<file path="src/ssp_defs.svh">
`ifndef SSP_DEFS_SVH
`define SSP_DEFS_SVH
// Contract
// - spi slave shifts only on serial clock pin edges; flag set on last bit
// - spi slave keeps working in sleep; a finished byte wakes the device
// - select-synchronised slave only when mode field is 0100
// - select low drives serial out; select high floats it at once; here it floats once the filtered select is high, after the pin filter
// - select high or port enable clear forces bit counter to zero
// - serial out pin set as input is never driven
// - spi master freezes in sleep and resumes where it stopped
// - slave shift register free of core timing; eighth bit sets flag; here it shifts on the core clock from the filtered pin
// - any reset disables the port and aborts the transfer
// - i2c start and stop detection reported to software
// - glitch filter on i2c clock and data inputs
// - mode picks i2c 7-bit, 10-bit slave or master at osc/(4*(addr+1))
// - status shows start, stop, data/address, update-address, direction
// - finished byte moves to transfer buffer and sets flag
// - byte finishing while buffer full sets overflow and is lost
// - 10-bit: high pattern matched first, then low byte after reload
// - i2c slave drives data line only when it must
// - matched address or data byte is acked and loaded automatically
// - no ack when buffer full or overflow already set
// - buffer full on arrival: buffer kept, flag and overflow set
// - buffer read clears buffer full; overflow cleared only by software
// - shift register moves data most significant bit first
// - overflow set, buffer empty: byte loads, flag set, no ack
`define OFF_GIC 8'h0b
`define OFF_PIR 8'h0c
`define OFF_XFER 8'h13
`define OFF_CTL 8'h14
`define OFF_PIE 8'h8c
`define OFF_OWN 8'h93
`define OFF_STS 8'h94
`define CTL_WCOL 7
`define CTL_OV 6
`define CTL_EN 5
`define CTL_CKP 4
`define STS_CKE 6
`define STS_DA 5
`define STS_P 4
`define STS_S 3
`define STS_RW 2
`define STS_UA 1
`define STS_BF 0
`define PIR_PORT 3
`define MODE_M4 4'h0
`define MODE_M16 4'h1
`define MODE_M64 4'h2
`define MODE_SS 4'h4
`define MODE_NOSS 4'h5
`define MODE_I7 4'h6
`define MODE_I10 4'h7
`define MODE_IM 4'h8
`define HALF_M4 9'h001
`define HALF_M16 9'h007
`define HALF_M64 9'h01f
`define RST_REG 8'h00
`define PIN_IDLE 5'h07
`endif

</file>
<file path="src/ssp_pkg.sv">
package ssp_pkg;
  typedef struct packed {
    logic [7:0] addr;
    logic [7:0] wdata;
    logic wr;
    logic rd;
  } bus_req_t;

  typedef struct packed {
    logic sck;
    logic serial_in_pin;
    logic ss_n;
    logic scl;
    logic sda;
  } pins_t;

  typedef struct packed {
    pins_t s1;
    pins_t s2;
    pins_t s3;
    pins_t filt;
  } pin_sync_t;

  typedef enum logic [1:0] {
    I_IDLE = 2'b00,
    I_ADDR = 2'b01,
    I_ADDR2 = 2'b11,
    I_DATA = 2'b10
  } i2c_state_t;

  typedef struct packed {
    logic [7:0] ctl;
    logic [7:0] sts;
    logic [7:0] xfer;
    logic [7:0] own;
    logic [7:0] pir;
    logic [7:0] pie;
    logic [7:0] gic;
    logic [7:0] shreg;
    logic [3:0] bits;
    logic serial_out_pin;
    logic sck;
    logic scl;
    logic busy;
    logic ack;
    logic pend;
    logic [8:0] div;
    pins_t prev;
    i2c_state_t ist;
    logic [7:0] rdata;
  } core_t;
endpackage : ssp_pkg

</file>
<file path="src/pin_filter.sv">
`timescale 1ns/1ps
`include "ssp_defs.svh"
// three-stage pin synchroniser; a level counts once stages two and three agree
module pin_filter (
  input wire logic core_clk,
  input wire logic nrst,
  input wire ssp_pkg::pins_t raw,
  output ssp_pkg::pins_t filt
);
  ssp_pkg::pin_sync_t q, d;

  // short pulses seen by only one stage never reach filt
  always_comb
  begin
    d = q;
    d.s1 = raw;
    d.s2 = q.s1;
    d.s3 = q.s2;
    for (int i = 0; i < 5; i++)
    begin
      if (q.s2[i] == q.s3[i])
      begin
        d.filt[i] = q.s3[i];
      end
    end
  end

  always_ff @(posedge core_clk or negedge nrst)
  begin
    if (!nrst)
    begin
      q <= {`PIN_IDLE, `PIN_IDLE, `PIN_IDLE, `PIN_IDLE};
    end
    else
    begin
      q <= d;
    end
  end

  assign filt = q.filt;

  glitch_block_a: assert property (@(posedge core_clk) disable iff (!nrst)
    1'b1 |-> ((q.filt ^ $past(q.filt))
      & (($past(q.s2) ^ $past(q.s3)) | (q.filt ^ $past(q.s3)))) == 5'h00)
    else $error("filtered pin moved without agreement");
endmodule : pin_filter

</file>
<file path="src/ssp_core.sv">
// Our own choice: the strobed register port.
`timescale 1ns/1ps
`include "ssp_defs.svh"
// serial port: spi master/slave and i2c slave receive, register bus on a plain port
module ssp_core (
  input wire logic core_clk,
  input wire logic nrst,
  input wire ssp_pkg::bus_req_t bus,
  output logic [7:0] rdata,
  input wire ssp_pkg::pins_t pins,
  input wire logic sdo_tris,
  input wire logic sleep,
  output logic sdo_out,
  output logic sdo_oe_n,
  output logic sck_out,
  output logic sck_oe_n,
  output logic scl_out,
  output logic scl_oe_n,
  output logic sda_out,
  output logic sda_oe_n,
  output logic wake
);
  ssp_pkg::core_t q, d;
  ssp_pkg::pins_t pf;
  logic en, spi_m, spi_s, i2c_s, i2c_m, ss_hold, tick, edge_v, lvl, done;
  logic [3:0] mode;
  logic [7:0] rx;

  // half period of the generated clock, in core cycles minus one
  function automatic logic [8:0] half_lim(input logic [3:0] m, input logic [7:0] own);
    logic [8:0] r;
    r = {own, 1'b1}; // osc/(4*(own+1))
    unique case (m)
      `MODE_M4: r = `HALF_M4;
      `MODE_M16: r = `HALF_M16;
      `MODE_M64: r = `HALF_M64;
      default: r = {own, 1'b1};
    endcase
    return r;
  endfunction : half_lim

  // pins are sampled into the core clock before any status is derived
  pin_filter u_filt (
    .core_clk(core_clk),
    .nrst(nrst),
    .raw(pins),
    .filt(pf)
  );

  // mode decode
  always_comb
  begin
    en = q.ctl[`CTL_EN];
    mode = q.ctl[3:0];
    spi_m = en && (mode == `MODE_M4 || mode == `MODE_M16 || mode == `MODE_M64);
    spi_s = en && (mode == `MODE_SS || mode == `MODE_NOSS);
    i2c_s = en && (mode == `MODE_I7 || mode == `MODE_I10);
    i2c_m = en && mode == `MODE_IM;
    ss_hold = spi_s && mode == `MODE_SS && pf.ss_n;
    tick = (spi_m || i2c_m) && !sleep && q.div == half_lim(mode, q.own);
  end

  // all next-state logic: bus first, hardware events after so sets win
  always_comb
  begin
    d = q;
    edge_v = 1'b0;
    lvl = 1'b0;
    done = 1'b0;
    rx = q.shreg;
    d.prev = pf;
    d.rdata = 8'h00;
    // register reads; data stands only in the following cycle
    if (bus.rd)
    begin
      unique case (bus.addr)
        `OFF_GIC: d.rdata = q.gic;
        `OFF_PIR: d.rdata = q.pir;
        `OFF_XFER: d.rdata = q.xfer;
        `OFF_CTL: d.rdata = q.ctl;
        `OFF_PIE: d.rdata = q.pie;
        `OFF_OWN: d.rdata = q.own;
        `OFF_STS: d.rdata = q.sts;
        default: d.rdata = 8'h00;
      endcase
      if (bus.addr == `OFF_XFER)
      begin
        d.sts[`STS_BF] = 1'b0;
      end
    end
    if (bus.wr)
    begin
      unique case (bus.addr)
        `OFF_GIC: d.gic = bus.wdata;
        `OFF_PIR: d.pir = bus.wdata;
        `OFF_CTL: d.ctl = bus.wdata; // overflow cleared here only
        `OFF_PIE: d.pie = bus.wdata;
        `OFF_STS: d.sts[7:6] = bus.wdata[7:6];
        `OFF_OWN:
        begin
          d.own = bus.wdata;
          d.sts[`STS_UA] = 1'b0;
        end
        `OFF_XFER:
        begin
          // a write in mid-byte would corrupt the shifter, so it is refused
          if (q.bits != 4'h0 || q.busy)
          begin
            d.ctl[`CTL_WCOL] = 1'b1;
          end
          else
          begin
            d.xfer = bus.wdata;
            d.shreg = bus.wdata;
            d.serial_out_pin = bus.wdata[7];
            d.busy = spi_m;
          end
        end
        default: d.bits = q.bits;
      endcase
    end
    // clock generator for spi master and i2c master
    if (tick)
    begin
      d.div = 9'h000;
    end
    else if ((spi_m || i2c_m) && !sleep)
    begin
      d.div = q.div + 9'h001;
    end
    if (i2c_m && tick)
    begin
      d.scl = !q.scl;
    end
    // spi edges: own clock in master mode, filtered pin in slave mode
    if (spi_m)
    begin
      edge_v = tick && q.busy;
      lvl = !q.sck;
      if (edge_v)
      begin
        d.sck = lvl;
      end
      else if (!q.busy)
      begin
        d.sck = q.ctl[`CTL_CKP];
      end
    end
    else if (spi_s && !ss_hold)
    begin
      edge_v = pf.sck != q.prev.sck;
      lvl = pf.sck;
    end
    if (edge_v)
    begin
      if (lvl == (q.ctl[`CTL_CKP] ^ q.sts[`STS_CKE]))
      begin
        rx = {q.shreg[6:0], pf.serial_in_pin};
        d.shreg = rx;
        d.bits = q.bits + 4'h1;
        if (q.bits == 4'h7)
        begin
          d.bits = 4'h0;
          d.busy = 1'b0;
          done = 1'b1;
        end
      end
      else
      begin
        d.serial_out_pin = q.shreg[7];
      end
    end
    if (!en || ss_hold)
    begin
      d.bits = 4'h0;
      d.busy = 1'b0;
    end
    // spi byte end: buffer and flags
    if (done)
    begin
      d.pir[`PIR_PORT] = 1'b1;
      if (q.sts[`STS_BF])
      begin
        d.ctl[`CTL_OV] = 1'b1;
      end
      else
      begin
        d.xfer = rx;
        d.sts[`STS_BF] = 1'b1;
      end
    end
    // i2c slave receive
    if (i2c_s)
    begin
      if (q.prev.scl && pf.scl && q.prev.sda && !pf.sda)
      begin
        d.ist = ssp_pkg::I_ADDR;
        d.bits = 4'h0;
        d.ack = 1'b0;
        d.pend = 1'b0;
        d.sts[`STS_S] = 1'b1;
        d.sts[`STS_P] = 1'b0;
      end
      else if (q.prev.scl && pf.scl && !q.prev.sda && pf.sda)
      begin
        d.ist = ssp_pkg::I_IDLE;
        d.ack = 1'b0;
        d.sts[`STS_P] = 1'b1;
        d.sts[`STS_S] = 1'b0;
      end
      else if (!q.prev.scl && pf.scl && q.ist != ssp_pkg::I_IDLE && q.bits < 4'h8)
      begin
        d.shreg = {q.shreg[6:0], pf.sda};
        d.bits = q.bits + 4'h1;
      end
      else if (q.prev.scl && !pf.scl && q.bits == 4'h9)
      begin
        d.ack = 1'b0;
        d.bits = 4'h0;
        if (q.pend)
        begin
          d.pir[`PIR_PORT] = 1'b1;
        end
        d.pend = 1'b0;
      end
      else if (q.prev.scl && !pf.scl && q.bits == 4'h8)
      begin
        d.bits = 4'h9;
        d.pend = 1'b1;
        unique case (q.ist)
          ssp_pkg::I_ADDR:
          begin
            d.sts[`STS_DA] = 1'b0;
            d.sts[`STS_RW] = q.shreg[0];
            if (q.shreg[7:1] != q.own[7:1])
            begin
              d.pend = 1'b0;
              d.ist = ssp_pkg::I_IDLE;
            end
            else if (mode == `MODE_I10)
            begin
              d.sts[`STS_UA] = 1'b1;
              d.ist = ssp_pkg::I_ADDR2;
            end
            else
            begin
              d.ist = ssp_pkg::I_DATA;
            end
          end
          ssp_pkg::I_ADDR2:
          begin
            d.sts[`STS_DA] = 1'b0;
            if (q.shreg != q.own)
            begin
              d.pend = 1'b0;
              d.ist = ssp_pkg::I_IDLE;
            end
            else
            begin
              d.sts[`STS_UA] = 1'b1;
              d.ist = ssp_pkg::I_DATA;
            end
          end
          ssp_pkg::I_DATA: d.sts[`STS_DA] = 1'b1;
          default: d.pend = 1'b0;
        endcase
        if (d.pend)
        begin
          d.ack = !q.sts[`STS_BF] && !q.ctl[`CTL_OV];
          if (q.sts[`STS_BF])
          begin
            d.ctl[`CTL_OV] = 1'b1;
          end
          else
          begin
            d.xfer = q.shreg;
            d.sts[`STS_BF] = 1'b1;
          end
        end
      end
    end
    else
    begin
      d.ist = ssp_pkg::I_IDLE;
      d.ack = 1'b0;
      d.pend = 1'b0;
      if (!spi_s && !spi_m)
      begin
        d.bits = 4'h0;
      end
    end
  end

  // any reset clears control, so the port comes up disabled
  always_ff @(posedge core_clk or negedge nrst)
  begin
    if (!nrst)
    begin
      q <= '0;
      q.ctl <= `RST_REG;
      q.prev <= `PIN_IDLE;
      q.scl <= 1'b1;
    end
    else
    begin
      q <= d;
    end
  end

  // pins; enables are active low
  always_comb
  begin
    rdata = q.rdata;
    sdo_out = q.serial_out_pin;
    sdo_oe_n = !((spi_s || spi_m) && !sdo_tris && !ss_hold);
    sck_out = q.sck;
    sck_oe_n = !spi_m;
    scl_out = q.scl;
    scl_oe_n = !(i2c_m && !q.scl);
    sda_out = 1'b0;
    sda_oe_n = !q.ack;
    wake = q.pir[`PIR_PORT] && q.pie[`PIR_PORT];
  end

  ss_release_a: assert property (@(posedge core_clk) disable iff (!nrst)
    ss_hold |-> sdo_oe_n)
    else $error("serial out driven while deselected");

  out_tris_a: assert property (@(posedge core_clk) disable iff (!nrst)
    sdo_tris |-> sdo_oe_n)
    else $error("serial out driven while set as input");

  bit_clear_a: assert property (@(posedge core_clk) disable iff (!nrst)
    (!en || ss_hold) |=> q.bits == 4'h0 || i2c_s)
    else $error("bit counter not cleared");

  sleep_freeze_a: assert property (@(posedge core_clk) disable iff (!nrst)
    (spi_m && sleep && !bus.wr) |=> $stable(q.bits) && $stable(q.sck))
    else $error("master moved during sleep");

  buf_read_a: assert property (@(posedge core_clk) disable iff (!nrst)
    (bus.rd && bus.addr == `OFF_XFER && !done && !(d.pend && !q.pend))
      |=> !q.sts[`STS_BF])
    else $error("buffer read left buffer full set");

  full_keep_a: assert property (@(posedge core_clk) disable iff (!nrst)
    (done && q.sts[`STS_BF]) |=> q.ctl[`CTL_OV] && q.pir[`PIR_PORT] && $stable(q.xfer))
    else $error("overflow byte not discarded");

  no_ack_a: assert property (@(posedge core_clk) disable iff (!nrst)
    (i2c_s && q.bits == 4'h8 && (q.sts[`STS_BF] || q.ctl[`CTL_OV])) |=> !q.ack)
    else $error("ack given while overflow or full");

  wake_flag_a: assert property (@(posedge core_clk) disable iff (!nrst)
    (done && q.pie[`PIR_PORT]) |=> wake)
    else $error("finished byte did not wake");

  spi_load_a: assert property (@(posedge core_clk) disable iff (!nrst)
    (done && !q.sts[`STS_BF]) |=> q.sts[`STS_BF] && q.xfer == $past(rx))
    else $error("received byte not moved to buffer");
endmodule : ssp_core

</file>
<file path="config.mk">
export PLATFORM = sky130hd
export DESIGN_NAME = ssp_core
export DESIGN_NICKNAME = d
export VERILOG_FILES = /design/src/ssp_pkg.sv /design/src/pin_filter.sv /design/src/ssp_core.sv
export VERILOG_INCLUDE_DIRS = /design/src
export SDC_FILE = /design/constraint.sdc
export NUM_CORES = 1
export LEC_CHECK = 0
export ABC_AREA = 1
export BUFFER_PORTS_ARGS = -buffer_cell sky130_fd_sc_hd__buf_4
export CAP_MARGIN = 25
export CORE_MARGIN = 2
export CORE_UTILIZATION = 60
export CTS_CLUSTER_SIZE = 20
export DETAILED_ROUTE_END_ITERATION = 10
export MAX_ROUTING_LAYER = met4
export PLACE_DENSITY = 0.82
export REMOVE_ABC_BUFFERS = 1
export SLEW_MARGIN = 20
export SYNTH_ARGS = -nofsm -noshare
export SYNTH_HDL_FRONTEND = slang
export SYNTH_SLANG_ARGS = --single-unit
</file>
<file path="constraint.sdc">
create_clock -name core_clk -period 4.3 [get_ports core_clk]
set_input_delay 0 -clock core_clk [delete_from_list [all_inputs] [get_ports core_clk]]
set_output_delay 0 -clock core_clk [all_outputs]
set_load 0.005 [all_outputs]
</file>
Yosys cells after proc, flatten, opt, wreduce, memory -nomap -nowiden:

Cells that the tools add are included.

* $add $sub $neg: 2
* order comparisons: 1
* eq/ne operators: 41
* multiplexer cells: 119
* bitwise logic cells: 5
* reductions and logical operators: 75

Operator list (number)
* 8-bit two-way mux: 14
* 9-bit two-way mux: 7
* 10-bit two-way mux: 6
* 1-bit two-way mux: 56
* 8-bit one-hot mux with 7 select lines: 1
* 53-bit two-way mux: 1
* 2-bit two-way mux: 16
* 4-bit two-way mux: 8
* 1-bit logical AND: 28
* 9-bit one-hot mux with 3 select lines: 1
* 8-bit == test (second input constant): 3
* 12-bit two-way mux: 2
* 4-bit by 3-bit == test with 1-bit output (second input constant): 5
* 1-bit zero test: 17
* 8-bit by 4-bit == test with 1-bit output (second input constant): 2
* 8-bit by 5-bit == test with 1-bit output (second input constant): 2
* 2-bit AND reduction: 8
* 5-bit by 1-bit != test with 1-bit output (second input constant): 3
* 7-bit AND reduction: 2
* 13-bit two-way mux: 1
* 4-bit == test (second input constant): 3
* 2-bit nonzero test: 5
* 9-bit by 1-bit adder with 9-bit output (second input constant): 1
* 9-bit == test: 1
* 26 further kinds: 50

* bits in registers: 116
* word-level logic and storage cells: 291

Depth between registers and ports, before layout:

Gate-level depths: netlist (run 1).

* depth after elaboration: 22
* depth in mapped cells: 17

Hierarchy:

A second synthesis (run 1) with hierarchy kept.

* cell total of the unflattened synthesis: 813
* area, all modules: 6398.6 um2

By module, submodules not included
* ssp_core: times used 1, cells each 768, area an instance 5764.3 um2, sequential area each 2406.1 um2
* pin_filter: times used 1, cells each 45, area an instance 634.4 um2, sequential area each 515.5 um2

Worst setup path after synthesis (run 1):

No wires, ideal clock.

* kind: reg-to-reg
* from: reg q, in the netlist mode[3]
* to: reg q[38] in the netlist's numbering
* setup time: 0.115 ns
* data arrival time: 1.901 ns
* slack: 2.284 ns
* cell stages (with the launch flop): 16
* period minus slack after synthesis: 2.016 ns
* path through: dfrtp_1 nor2_4 nand2_2 buf_6 nand2_1 nand2_1 xor2_1 nor2_2 nand4_4 nand2_4 nand2_4 nand2_4 buf_8 nand2_2 o21ai_2 inv_2

RTL lines
* from (decl): line ssp_core.sv:23 `ssp_pkg::core_t q, d;`

==> results of run 1 <==
## placed cells by master (no fill, tap or decap), types with 5 or more instances in the layout
cell	netlist	layout
nand2_2	6	6
dlygate4sd3_1	0	16
clkbuf_16	0	16
inv_2	11	11
o21a_1	8	8
nand3_1	57	57
o21ai_0	68	68
inv_1	88	88
a21oi_1	20	20
nor3_1	11	11
nor2_2	5	6
dfstp_2	15	15
nor4_1	8	8
o21ai_1	5	5
buf_4	9	43
nor2_1	51	50
a211oi_1	5	5
dfrtp_1	101	101
a41oi_1	5	5
maj3_1	5	5
nand2_1	208	208
xor2_1	13	13
nand4_1	11	11
clkinvlp_4	0	7
## registers in the layout (all words and copies together), names as in the netlist
signal	count
scl_out	1
en	1
u_filt.filt	5
u_filt.d	10
rdata	8
sck_out	1
sdo_out	1
mode	4
u_filt.q	5
q	80
## power groups by stage
stage	Sequential (mW)	Clock, mW	Combinational [mW]
2_1_floorplan	1.21	0	0.149
3_3_place_gp	1.23	0	0.231
3_5_place_dp	1.23	0	0.239
4_1_cts	1.22	1.51	0.254
5_1_grt	1.22	1.56	0.287
6_report	1.22	1.50	0.258
## worst max path at each step
| stage | start | endpoint | slack [ns] |
|---|---|---|---|
| 2_1_floorplan | q[30] | q[38] | 2.20 |
| 3_3_place_gp | q[30] | q[76] | 1.79 |
| 3_5_place_dp | q[72] | q[74] | 1.95 |
| 4_1_cts | en | q[78] | 1.91 |
| 5_1_grt | mode[3] | q[77] | 1.63 |
| 6_report | en | q[77] | 1.82 |
## metal layers
metal	global-route usage, %	vias up
met5	-	-
met4	16.6	0
met3	7.05	53
met2	52.7	312
met1	41.1	2804
li1	-	2653
## layout make-up
type	instances	area (µm²)	area share (%)
clock buffer	20	455	6.17
clock inverter	12	178	2.41
inverter	103	387	5.23
multi-input combinational	534	2780	37.6
sequential	116	2920	39.6
tap	136	170	2.30
timing repair buffer	60	494	6.69
## metrics by stage
| step | total power [mW] | setup slack (ns) | instance area (µm²) | hold slack (ns) | utilization, % |
|---|---|---|---|---|---|
| CTS | 2.98 | 1.91 | 7380 | 0.0744 | 72.5 |
| global placement | 1.46 | 1.79 | 6580 | 0.108 | 64.6 |
| detailed placement | 1.47 | 1.95 | 6590 | 0.109 | 64.7 |
| global route | 3.07 | 1.63 | 7390 | 0.103 | 72.5 |
| finish | 2.97 | 1.82 | 7390 | 0.0896 | 72.5 |
| floorplan | 1.36 | 2.20 | 6080 | -0.296 | - |
## critical path, stage by stage, from the launching register on
cell     delay [ns]
dfrtp_1        0.49
inv_1          0.13
nor3_2         0.38
inv_1          0.18
nor2_2         0.25
nand2_2        0.12
nor2_4         0.19
inv_2          0.08
nor2_2         0.36
nand3_1        0.13
nand2_1        0.10
## logic make-up after synthesis
group / after synthesis / share of synthesized area (%)
multiplexers: 1 / 0.161
AND/OR/NAND/NOR: 373 / 27.3
buffers and inverters: 122 / 8.25
XOR/XNOR: 17 / 2.70
AO/OA/AOI/OAI: 133 / 12.8
other: 1 / 0.0605
flip-flops: 116 / 47.1
adder cells (fa/ha/maj): 9 / 1.61
==> summary.txt, run 1 <==
Min path
  – Hold Crit Class: in2async

Finish
  – Nets: 863
  – Layout area overhead: 19.1%
  – Filler cell count: 789
  – Diodes inserted: 0
  – Share of cells above drive strength 1: 16.1%
  – Final Instance Count excl. Fillers: 981

Run status
  – Outcome: finished clean

Synth
  – Area share of the largest cell type after synthesis: 40.8%
  – FFs w/ async S/R, synth: 100%
  – YS warnings: 0
  – Post-synthesis sequential area ratio: 47.1%
  – Post-synth EDFFs: 0
  – Synth Instances: 772
  – Top-count cell post-synth: nand2_1
  – Avg Inst Size Synth: 8.03 µm²
  – Top FF cell, synth: dfrtp_1
  – Dominant cells by area after synthesis: dfrtp_1 (41%), nand2_1 (13%), dfstp_2 (6.4%)
  – Cell area after synthesis: 0.00620 mm²
  – Synth cell types: 52
  – Yosys reg bits: 116
  – Synth cell count leaders: nand2_1 (208), dfrtp_1 (101), inv_1 (88)
  – Post-synth top area cell: dfrtp_1

Clocking
  – Clock slew at reported path FFs: 0.06 ns
  – CTS resizes: 0
  – Clock sinks: 116
  – CTS Buffer Depth: 2
  – H-Tree Depth: 4
  – Post CTS Setup Buffer Count: 0
  – CTS tree: done
  – Clock latency at the later pin of the worst-skew pair: 0.53 ns
  – Clk root buf: clkbuf_8
  – Cts hold-fix bufs: 16
  – TritonCTS Buffers: 17

Power
  – Internal power: 2.24 mW
  – Comb pwr share: 8.7%
  – Switching component of the power: 0.733 mW
  – IR drop worst, VDD: 401 µV
  – Clock network fraction of design power: 50.4%
  – PwrDens: 403 mW/mm²
  – Sequential share of power: 41.0%
  – Sw Share: 24.7%
  – LEAKAGE: 3.55 nW

Setup path
  – Crit-path max FO: 8
  – Required time worst endpoint: 4.76 ns
  – Critical Path Source Type: flip-flop
  – CP Class: reg2reg
  – R2R depth: 10
  – WP data arrival: 2.94 ns
  – Critical Path Sink Type: flip-flop
  – Reg2Reg Launch Point: en
  – Reg-to-reg endpoint: q[77]
  – R2r setup slk: 1.82 ns

Timing
  – Final Critical Period: 2.48 ns
  – Final Hold Vio Count: 0
  – Worst Tran Pin Value: 0.819 ns
  – Setup violators final: 0
  – Setup Skew: 0.00791 ns
  – Relative slew slack: 44.9%
  – Max Slew Vio Count: 0
  – Final setup TNS: 0 ns
  – FMAX: 403 MHz
  – Tcrit/Tclk final: 57.7%
  – RSZ-0062 raised after global routing: false

Global route
  – Vias in the first global route: 5588
  – Initial antenna violation count: 0
  – First-pass GRT wire length: 27900 µm
  – Pin count of the biggest net entering global routing: 81
  – GRT Total Usage: 33.5%
  – Overflow after GRT: 0

Placement
  – RePlAce Congestion: 1.02
  – Post-DP HPWL: 12100 µm
  – Port bufs: 42
  – Placed Cells: 933

Drt
  – WL met2: 8240 µm
  – Max Used Layer: met4
  – Final ANT Viol Nets: 0
  – DRT iter0 DRCs: 576
  – Total wire length: 17200 µm
  – Vias: 5822
  – Wl on met1: 7040 µm
  – DR vias/cell: 5.93
  – Post-route DRC: 0
  – DR WL met3: 1270 µm
  – Wire per inst: 17.6 µm
  – Drt pass-1 iters: 5

Floorplan
  – DIE AREA: 0.0112 mm²
  – Row Count: 37
  – Die width: 106 µm
  – IO Pins: 44
  – Starting Density: 60.9%
  – Core ar.: 0.0102 mm²
  – DIE HEIGHT: 106 µm

Job
  – Max-Cap Viols: 0
Note: power is estimated with default switching activity, not from simulation.
==> run 2, diff against run 1 <==
- clock period: 4.3 -> 2.45 ns (I/O delays scaled with it)
==> run 2 against run 1 <==
  * Routed wire length rose by 6.4%
  * Global-route usage rose by 2.2 points
  * Fmax rose by 8.4%
  * Hold slack got worse by 0.052 ns
  * First-iteration DRC count rose by 17%
  * Sequential share of layout area fell by 0.99 points
  * Combinational power rose by 93%
  * Non-clock buffer count rose by 30
  * Final cell count rose by 3.2%
  * Critical endpoint unchanged
==> summary.txt, run 2 (same netlist as run 1, synthesis figures left out) <==
Timing
  – FMAX: 437 MHz (+8.4%)
  – Worst Tran Pin Value: 0.644 ns (-0.174 ns)
  – Relative slew slack: 57.0% (+12 points)
  – Final setup TNS: 0 ns (unchanged)
  – Final WS setup: 0.163 ns (-1.66 ns)
  – Final Hold Vio Count: 0 (unchanged)
  – Max Slew Vio Count: 0 (unchanged)
  – Fin Hold WS: 0.0373 ns (-0.0524 ns)
  – Final Critical Period: 2.29 ns (-0.193 ns)
  – Setup violators final: 0 (unchanged)
  – Tcrit/Tclk final: 93.3% (+36 points)
  – RSZ-0062 raised after global routing: false
  – Setup Skew: 0.00698 ns (-0.000936 ns)

Job
  – Max-Cap Viols: 0 (unchanged)

Setup path
  – Critical Path Source Type: flip-flop
  – Required time worst endpoint: 2.87 ns (-1.89 ns)
  – Crit-path max FO: 9 (+1)
  – WP data arrival: 2.71 ns (-0.23 ns)
  – CP Class: reg2reg
  – Critical Path Sink Type: flip-flop

Finish
  – Diodes inserted: 0 (unchanged)
  – Reg with most FFs: q
  – Most frequent cells in the layout: nand2_1 (206), dfrtp_1 (101), inv_1 (88)
  – Final Core Density: 74.4% (+1.9 points)
  – Largest register FFs: 80 (unchanged)
  – Nets: 894 (+3.6%)
  – Layout area overhead: 22.1%
  – Commonest non-fill, non-tap cell in the layout: nand2_1
  – Share of cells above drive strength 1: 19.3% (+3.2 points)

Drt
  – Total wire length: 18300 µm (+6.4%)
  – DR WL met3: 1460 µm (+15%)
  – Vias: 5873 (+0.88%)
  – WL met2: 8860 µm (+7.4%)
  – DR vias/cell: 5.80 (-2.2%)
  – Wire per inst: 18.1 µm (+3.1%)
  – Max Used Layer: met4
  – Final ANT Viol Nets: 0 (unchanged)
  – Post-route DRC: 0 (unchanged)
  – Wl on met1: 7290 µm (+3.5%)
  – Drt pass-1 iters: 6 (+1)
  – DRT iter0 DRCs: 674 (+17%)

Global route
  – Overflow after GRT: 0 (unchanged)
  – Vias in the first global route: 5772 (+3.3%)
  – Pin count of the biggest net entering global routing: 67 (-17%)
  – First-pass GRT wire length: 29500 µm (+5.6%)
  – GRT Total Usage: 35.7% (+2.2 points)
  – Initial antenna violation count: 0 (unchanged)

Floorplan
  – Row Count: 37 (unchanged)
  – IO Pins: 44 (unchanged)
  – Die width: 106 µm (unchanged)
  – DIE HEIGHT: 106 µm (unchanged)
  – Core ar.: 0.0102 mm² (unchanged)
  – DIE AREA: 0.0112 mm² (unchanged)
  – Starting Density: 60.9% (unchanged)

Placement
  – RePlAce Congestion: 1.02 (about the same)
  – Port bufs: 42 (unchanged)
  – Worst slack, placed: 0.0776 ns (-1.87 ns)
  – Post-DP HPWL: 13100 µm (+8.5%)

Clocking
  – CTS Buffer Depth: 2 (unchanged)
  – Clk root buf: clkbuf_8
  – Clock sinks: 116 (unchanged)
  – H-Tree Depth: 4 (unchanged)
  – CTS tree: done
  – TritonCTS Buffers: 17 (unchanged)
  – Clock slew at reported path FFs: 0.06 ns (about the same)
  – Clock latency at the later pin of the worst-skew pair: 0.54 ns (about the same)

Power
  – Power Total: 4.90 mW (+65%)
  – LEAKAGE: 3.70 nW (+4.2%)
  – IR drop worst, VDD: 636 µV (+59%)
  – PwrDens: 647 mW/mm² (+61%)

Run status
  – Outcome: finished clean

Min path
  – Hold Crit Class: in2async
==> run 2: cell types whose count changed in the layout (fill, tap and decap cells not counted), sizes merged <==
cell | before | now
buf | 44 | 73
bufinv | 4 | 1
dlygate4sd3 | 16 | 17
clkbuf | 20 | 18
inv | 99 | 100
clkinvlp | 7 | 4
clkinv | 5 | 12
nand4 | 14 | 15
==> run 2: routing by layer <==
metal | up-vias | global-route usage (%)
met5 | - | -
li1 | 2722 | -
met1 | 2789 | 44.3
met2 | 300 | 57.3
met3 | 62 | 6.93
met4 | 0 | 15.6
==> run 2: metrics by stage <==
stage	area (µm²)	std cells
3_3_place_gp	6760	955
6_report	7570	1012
5_1_grt	7570	1012
4_1_cts	7470	1004
3_5_place_dp	6760	955
2_1_floorplan	6080	753
==> run 2: critical path, cell delays in order (launching register included) <==
cell	delay [ns]
dfrtp_1	0.49
xor2_1	0.21
nor3_1	0.39
nand2_1	0.15
o21ai_0	0.18
inv_1	0.06
nor2_1	0.15
nand4_2	0.28
nand3_1	0.19
nand2_1	0.07
==> run 2: area by class of cell <==
| cell class | instances | area, µm² |
|---|---|---|
| fill | 796 | 2610 |
| inverter | 103 | 387 |
| clock buffer | 18 | 428 |
| tap | 136 | 170 |
| sequential | 116 | 2920 |
| multi-input combinational | 535 | 2830 |
| clock inverter | 14 | 113 |
| timing repair buffer | 90 | 731 |
==> run 2: final timing paths <==
kind	startpoint	to	slack [ns]	cells past startpoint
max in group asynchronous	nrst	scl_out	1.59	3
setup / recovery	q[72]	q[77]	0.16	9
setup reg to reg	q[72]	q[77]	0.16	9
hold reg to reg	u_filt.d[10]	u_filt.d[5]	0.36	0
min in group core_clk	pins[2]	u_filt.d[12]	0.10	2
hold / removal	nrst	q[46]	0.04	2
==> run 2: power by group <==
part	internal (mW)	leakage, nW	switching, mW
Sequential	2.04	1.37	0.105
Clock	1.36	0.262	0.902
Combinational	0.193	2.06	0.305
==> run 2: repair_timing <==
action	CTS	global route
setup endpoints to repair	0	21
hold endpoints to repair	123	0
resized for setup	0	8
buffers inserted	0	7
hold buffers	17	0
==> run 3, diff against run 2 <==
- BUFFER_PORTS_ARGS: -buffer_cell sky130_fd_sc_hd__buf_4 -> unset
- DONT_BUFFER_PORTS: unset -> 1
- MAX_ROUTING_LAYER: met4 -> unset
- PLACE_DENSITY: 0.82 -> 0.79
==> run 3 against run 2 <==
  * The flow now finishes with violations (hold timing)
  * Routed wire length is 1.1% lower
  * Clock skew is 0.0047 ns higher
  * Via count is 1.8% lower
  * Register-to-register slack worse by 0.05 ns
  * Cell area is 1.5% lower
  * Largest cell class unchanged
==> summary.txt, run 3 (same netlist as run 1, synthesis figures left out) <==
Setup path
  – Critical Path Sink Type: flip-flop
  – CP Class: reg2reg
  – WP data arrival: 2.75 ns (+0.04 ns)
  – Reg-to-reg endpoint: q[74]
  – R2R depth: 14 (+5)
  – Reg2Reg Launch Point: q[31]
  – Critical Path Source Type: flip-flop
  – Required time worst endpoint: 2.87 ns (about the same)
  – R2r setup slk: 0.11 ns (-0.05 ns)
  – Crit-path max FO: 6 (-3)

Power
  – Comb pwr share: 8.1% (-2.1 points)
  – Sw Share: 24.0% (-2.8 points)
  – Switching component of the power: 1.26 mW (-4.3%)
  – Clock network fraction of design power: 51.0% (+4.9 points)
  – IR drop worst, VDD: 727 µV (+14%)
  – LEAKAGE: 3.55 nW (-4.1%)
  – Internal power: 3.98 mW (+11%)
  – Power Total: 5.24 mW (+6.9%)
  – PwrDens: 702 mW/mm² (+8.5%)
  – Sequential share of power: 40.9% (-2.8 points)

Timing
  – Setup violators final: 0 (unchanged)
  – Final Hold Vio Count: 116 (+116)
  – RSZ-0062 raised after global routing: true
  – Worst Tran Pin Value: 0.524 ns (-0.120 ns)
  – Final WS setup: 0.114 ns (-0.0497 ns)
  – Max Slew Vio Count: 0 (unchanged)
  – Setup Skew: 0.0117 ns (+0.00469 ns)
  – Relative slew slack: 64.8% (+7.8 points)
  – Tcrit/Tclk final: 95.4% (+2.0 points)
  – Fin Hold WS: -0.839 ns (-0.877 ns)
  – Final Critical Period: 2.34 ns (+0.0497 ns)
  – FMAX: 428 MHz (-2.1%)

Run status
  – Violated checks: hold timing
  – Outcome: complete, but fails checks

Placement
  – RePlAce Congestion: 1.02 (about the same)
  – Worst slack, placed: 0.104 ns (+0.0265 ns)
  – Post-DP HPWL: 12500 µm (-4.6%)
  – Placed Cells: 910 (-4.7%)
  – Port bufs: 0 (-100%)

Global route
  – Top Usage Layer GRT: met2
  – Pin count of the biggest net entering global routing: 117 (+75%)
  – Met1 Use GR: 42.3% (-2.0 points)
  – Met3 usage: 9.59% (+2.7 points)
  – Overflow after GRT: 0 (unchanged)
  – Initial antenna violation count: 3 (+3)
  – M2 GR Usage: 54.3% (-2.9 points)
  – GRT Total Usage: 34.2% (-1.5 points)
  – First-pass GRT wire length: 29100 µm (-1.3%)
  – Vias in the first global route: 5709 (-1.1%)

Clocking
  – H-Tree Depth: 4 (unchanged)
  – Clock sinks: 116 (unchanged)
  – TritonCTS Buffers: 17 (unchanged)
  – CTS Buffer Depth: 2 (unchanged)
  – Clk root buf: clkbuf_8
  – CTS tree: done
  – Clock slew at reported path FFs: 0.06 ns (about the same)
  – Clock latency at the later pin of the worst-skew pair: 0.53 ns (about the same)

Drt
  – Final ANT Viol Nets: 0 (unchanged)
  – Drt pass-1 iters: 5 (-1)
  – DRT iter0 DRCs: 557 (-17%)
  – DR vias/cell: 5.87 (+1.2%)
  – Post-route DRC: 0 (unchanged)
  – Total wire length: 18100 µm (-1.1%)
  – Vias: 5767 (-1.8%)
  – Wire per inst: 18.4 µm (+1.9%)

Finish
  – Reg with most FFs: q
  – Layout area overhead: 20.3%
  – Commonest non-fill, non-tap cell in the layout: nand2_1
  – Most frequent cells in the layout: nand2_1 (208), dfrtp_1 (101), inv_1 (87)
  – Largest register FFs: 80 (unchanged)
  – Final Instance Count excl. Fillers: 982 (-3.0%)
  – Share of cells above drive strength 1: 14.2% (-5.1 points)
  – Nets: 861 (-3.7%)

Floorplan
  – Starting Density: 60.9% (unchanged)
  – DIE AREA: 0.0112 mm² (unchanged)
  – IO Pins: 44 (unchanged)
  – Die width: 106 µm (unchanged)
  – Row Count: 37 (unchanged)
  – DIE HEIGHT: 106 µm (unchanged)
  – Core ar.: 0.0102 mm² (unchanged)

Job
  – Max-Cap Viols: 0 (unchanged)

Min path
  – Hold Crit Class: in2async
run 3: cell count changes in the layout (fill, tap and decap cells not counted), sizes merged:
cell / change
buf: -47
bufinv: +4
clkbuf: +1
clkinv: -2
clkinvlp: -2
diode: +3
dlygate4sd3: +15
inv: -1
nand4: -1
run 3: per-layer routing:
| metal | wire, µm | up-vias | part of all wire [%] |
|---|---|---|---|
| li1 | - | 2645 | - |
| met2 | 8740 | 297 | 48 |
| met1 | 7080 | 2751 | 39 |
| met4 | 862 | 0 | 4.8 |
| met3 | 1420 | 74 | 7.8 |
| met5 | 0 | - | 0 |
run 3: critical path, stage by stage (launching register included):
cell and delay (ns):
dfrtp_1 0.41, inv_1 0.10, ha_1 0.15, inv_1 0.07, nor3_1 0.21, inv_1 0.16
nor2_1 0.18, nand3_1 0.30, buf_4 0.26, nand2_1 0.05, o21ai_0 0.07, inv_1 0.06
nand2_1 0.06, nand3_1 0.09, nand2_1 0.07
run 3: area by class of cell:
cell class / instances / area (µm²)
Sequential cell: 116 / 2920
Fill cell: 755 / 2720
Timing Repair Buffer: 58 / 528
Clock inverter: 13 / 206
Tap cell: 136 / 170
Clock buffer: 19 / 432
Inverter: 103 / 387
Antenna cell: 3 / 7.51
Multi-Input combinational cell: 534 / 2810
run 3: through the flow:
stage | setup TNS (ns) | util, % | cell area, µm²
finish | 0 | 73.3 | 7460
global route | -0.425 | 73.3 | 7460
CTS | 0 | 72.2 | 7350
detailed placement | 0 | 62.9 | 6400
global placement | 0 | 62.9 | 6400
floorplan | 0 | - | 6080
run 3: worst max path at each step:
stage | endpoint | cells past startpoint | startpoint
4_1_cts | q[74] | 14 | mode[3]
5_1_grt | q[78] | 14 | mode[3]
3_3_place_gp | q[77] | 9 | en
3_5_place_dp | q[74] | 14 | mode[3]
2_1_floorplan | q[38] | 9 | q[30]
6_report | q[74] | 14 | q[31]
run 3: power by group through the flow:
stage / registers, mW / clock network [mW] / logic [mW]
2_1_floorplan: 2.13 / 0 / 0.261
3_3_place_gp: 2.16 / 0 / 0.342
3_5_place_dp: 2.17 / 0 / 0.350
4_1_cts: 2.14 / 2.69 / 0.404
5_1_grt: 2.15 / 2.79 / 0.465
6_report: 2.14 / 2.67 / 0.423
run 3: repair_timing:
| action | 4_1_cts | 5_1_grt |
|---|---|---|
| hold buffers | 31 | 1 |
| setup endpoints to repair | 0 | 15 |
| buffers inserted | 0 | 5 |
| resized for setup | 0 | 7 |
| endpoints found under the hold margin | 194 | 117 |
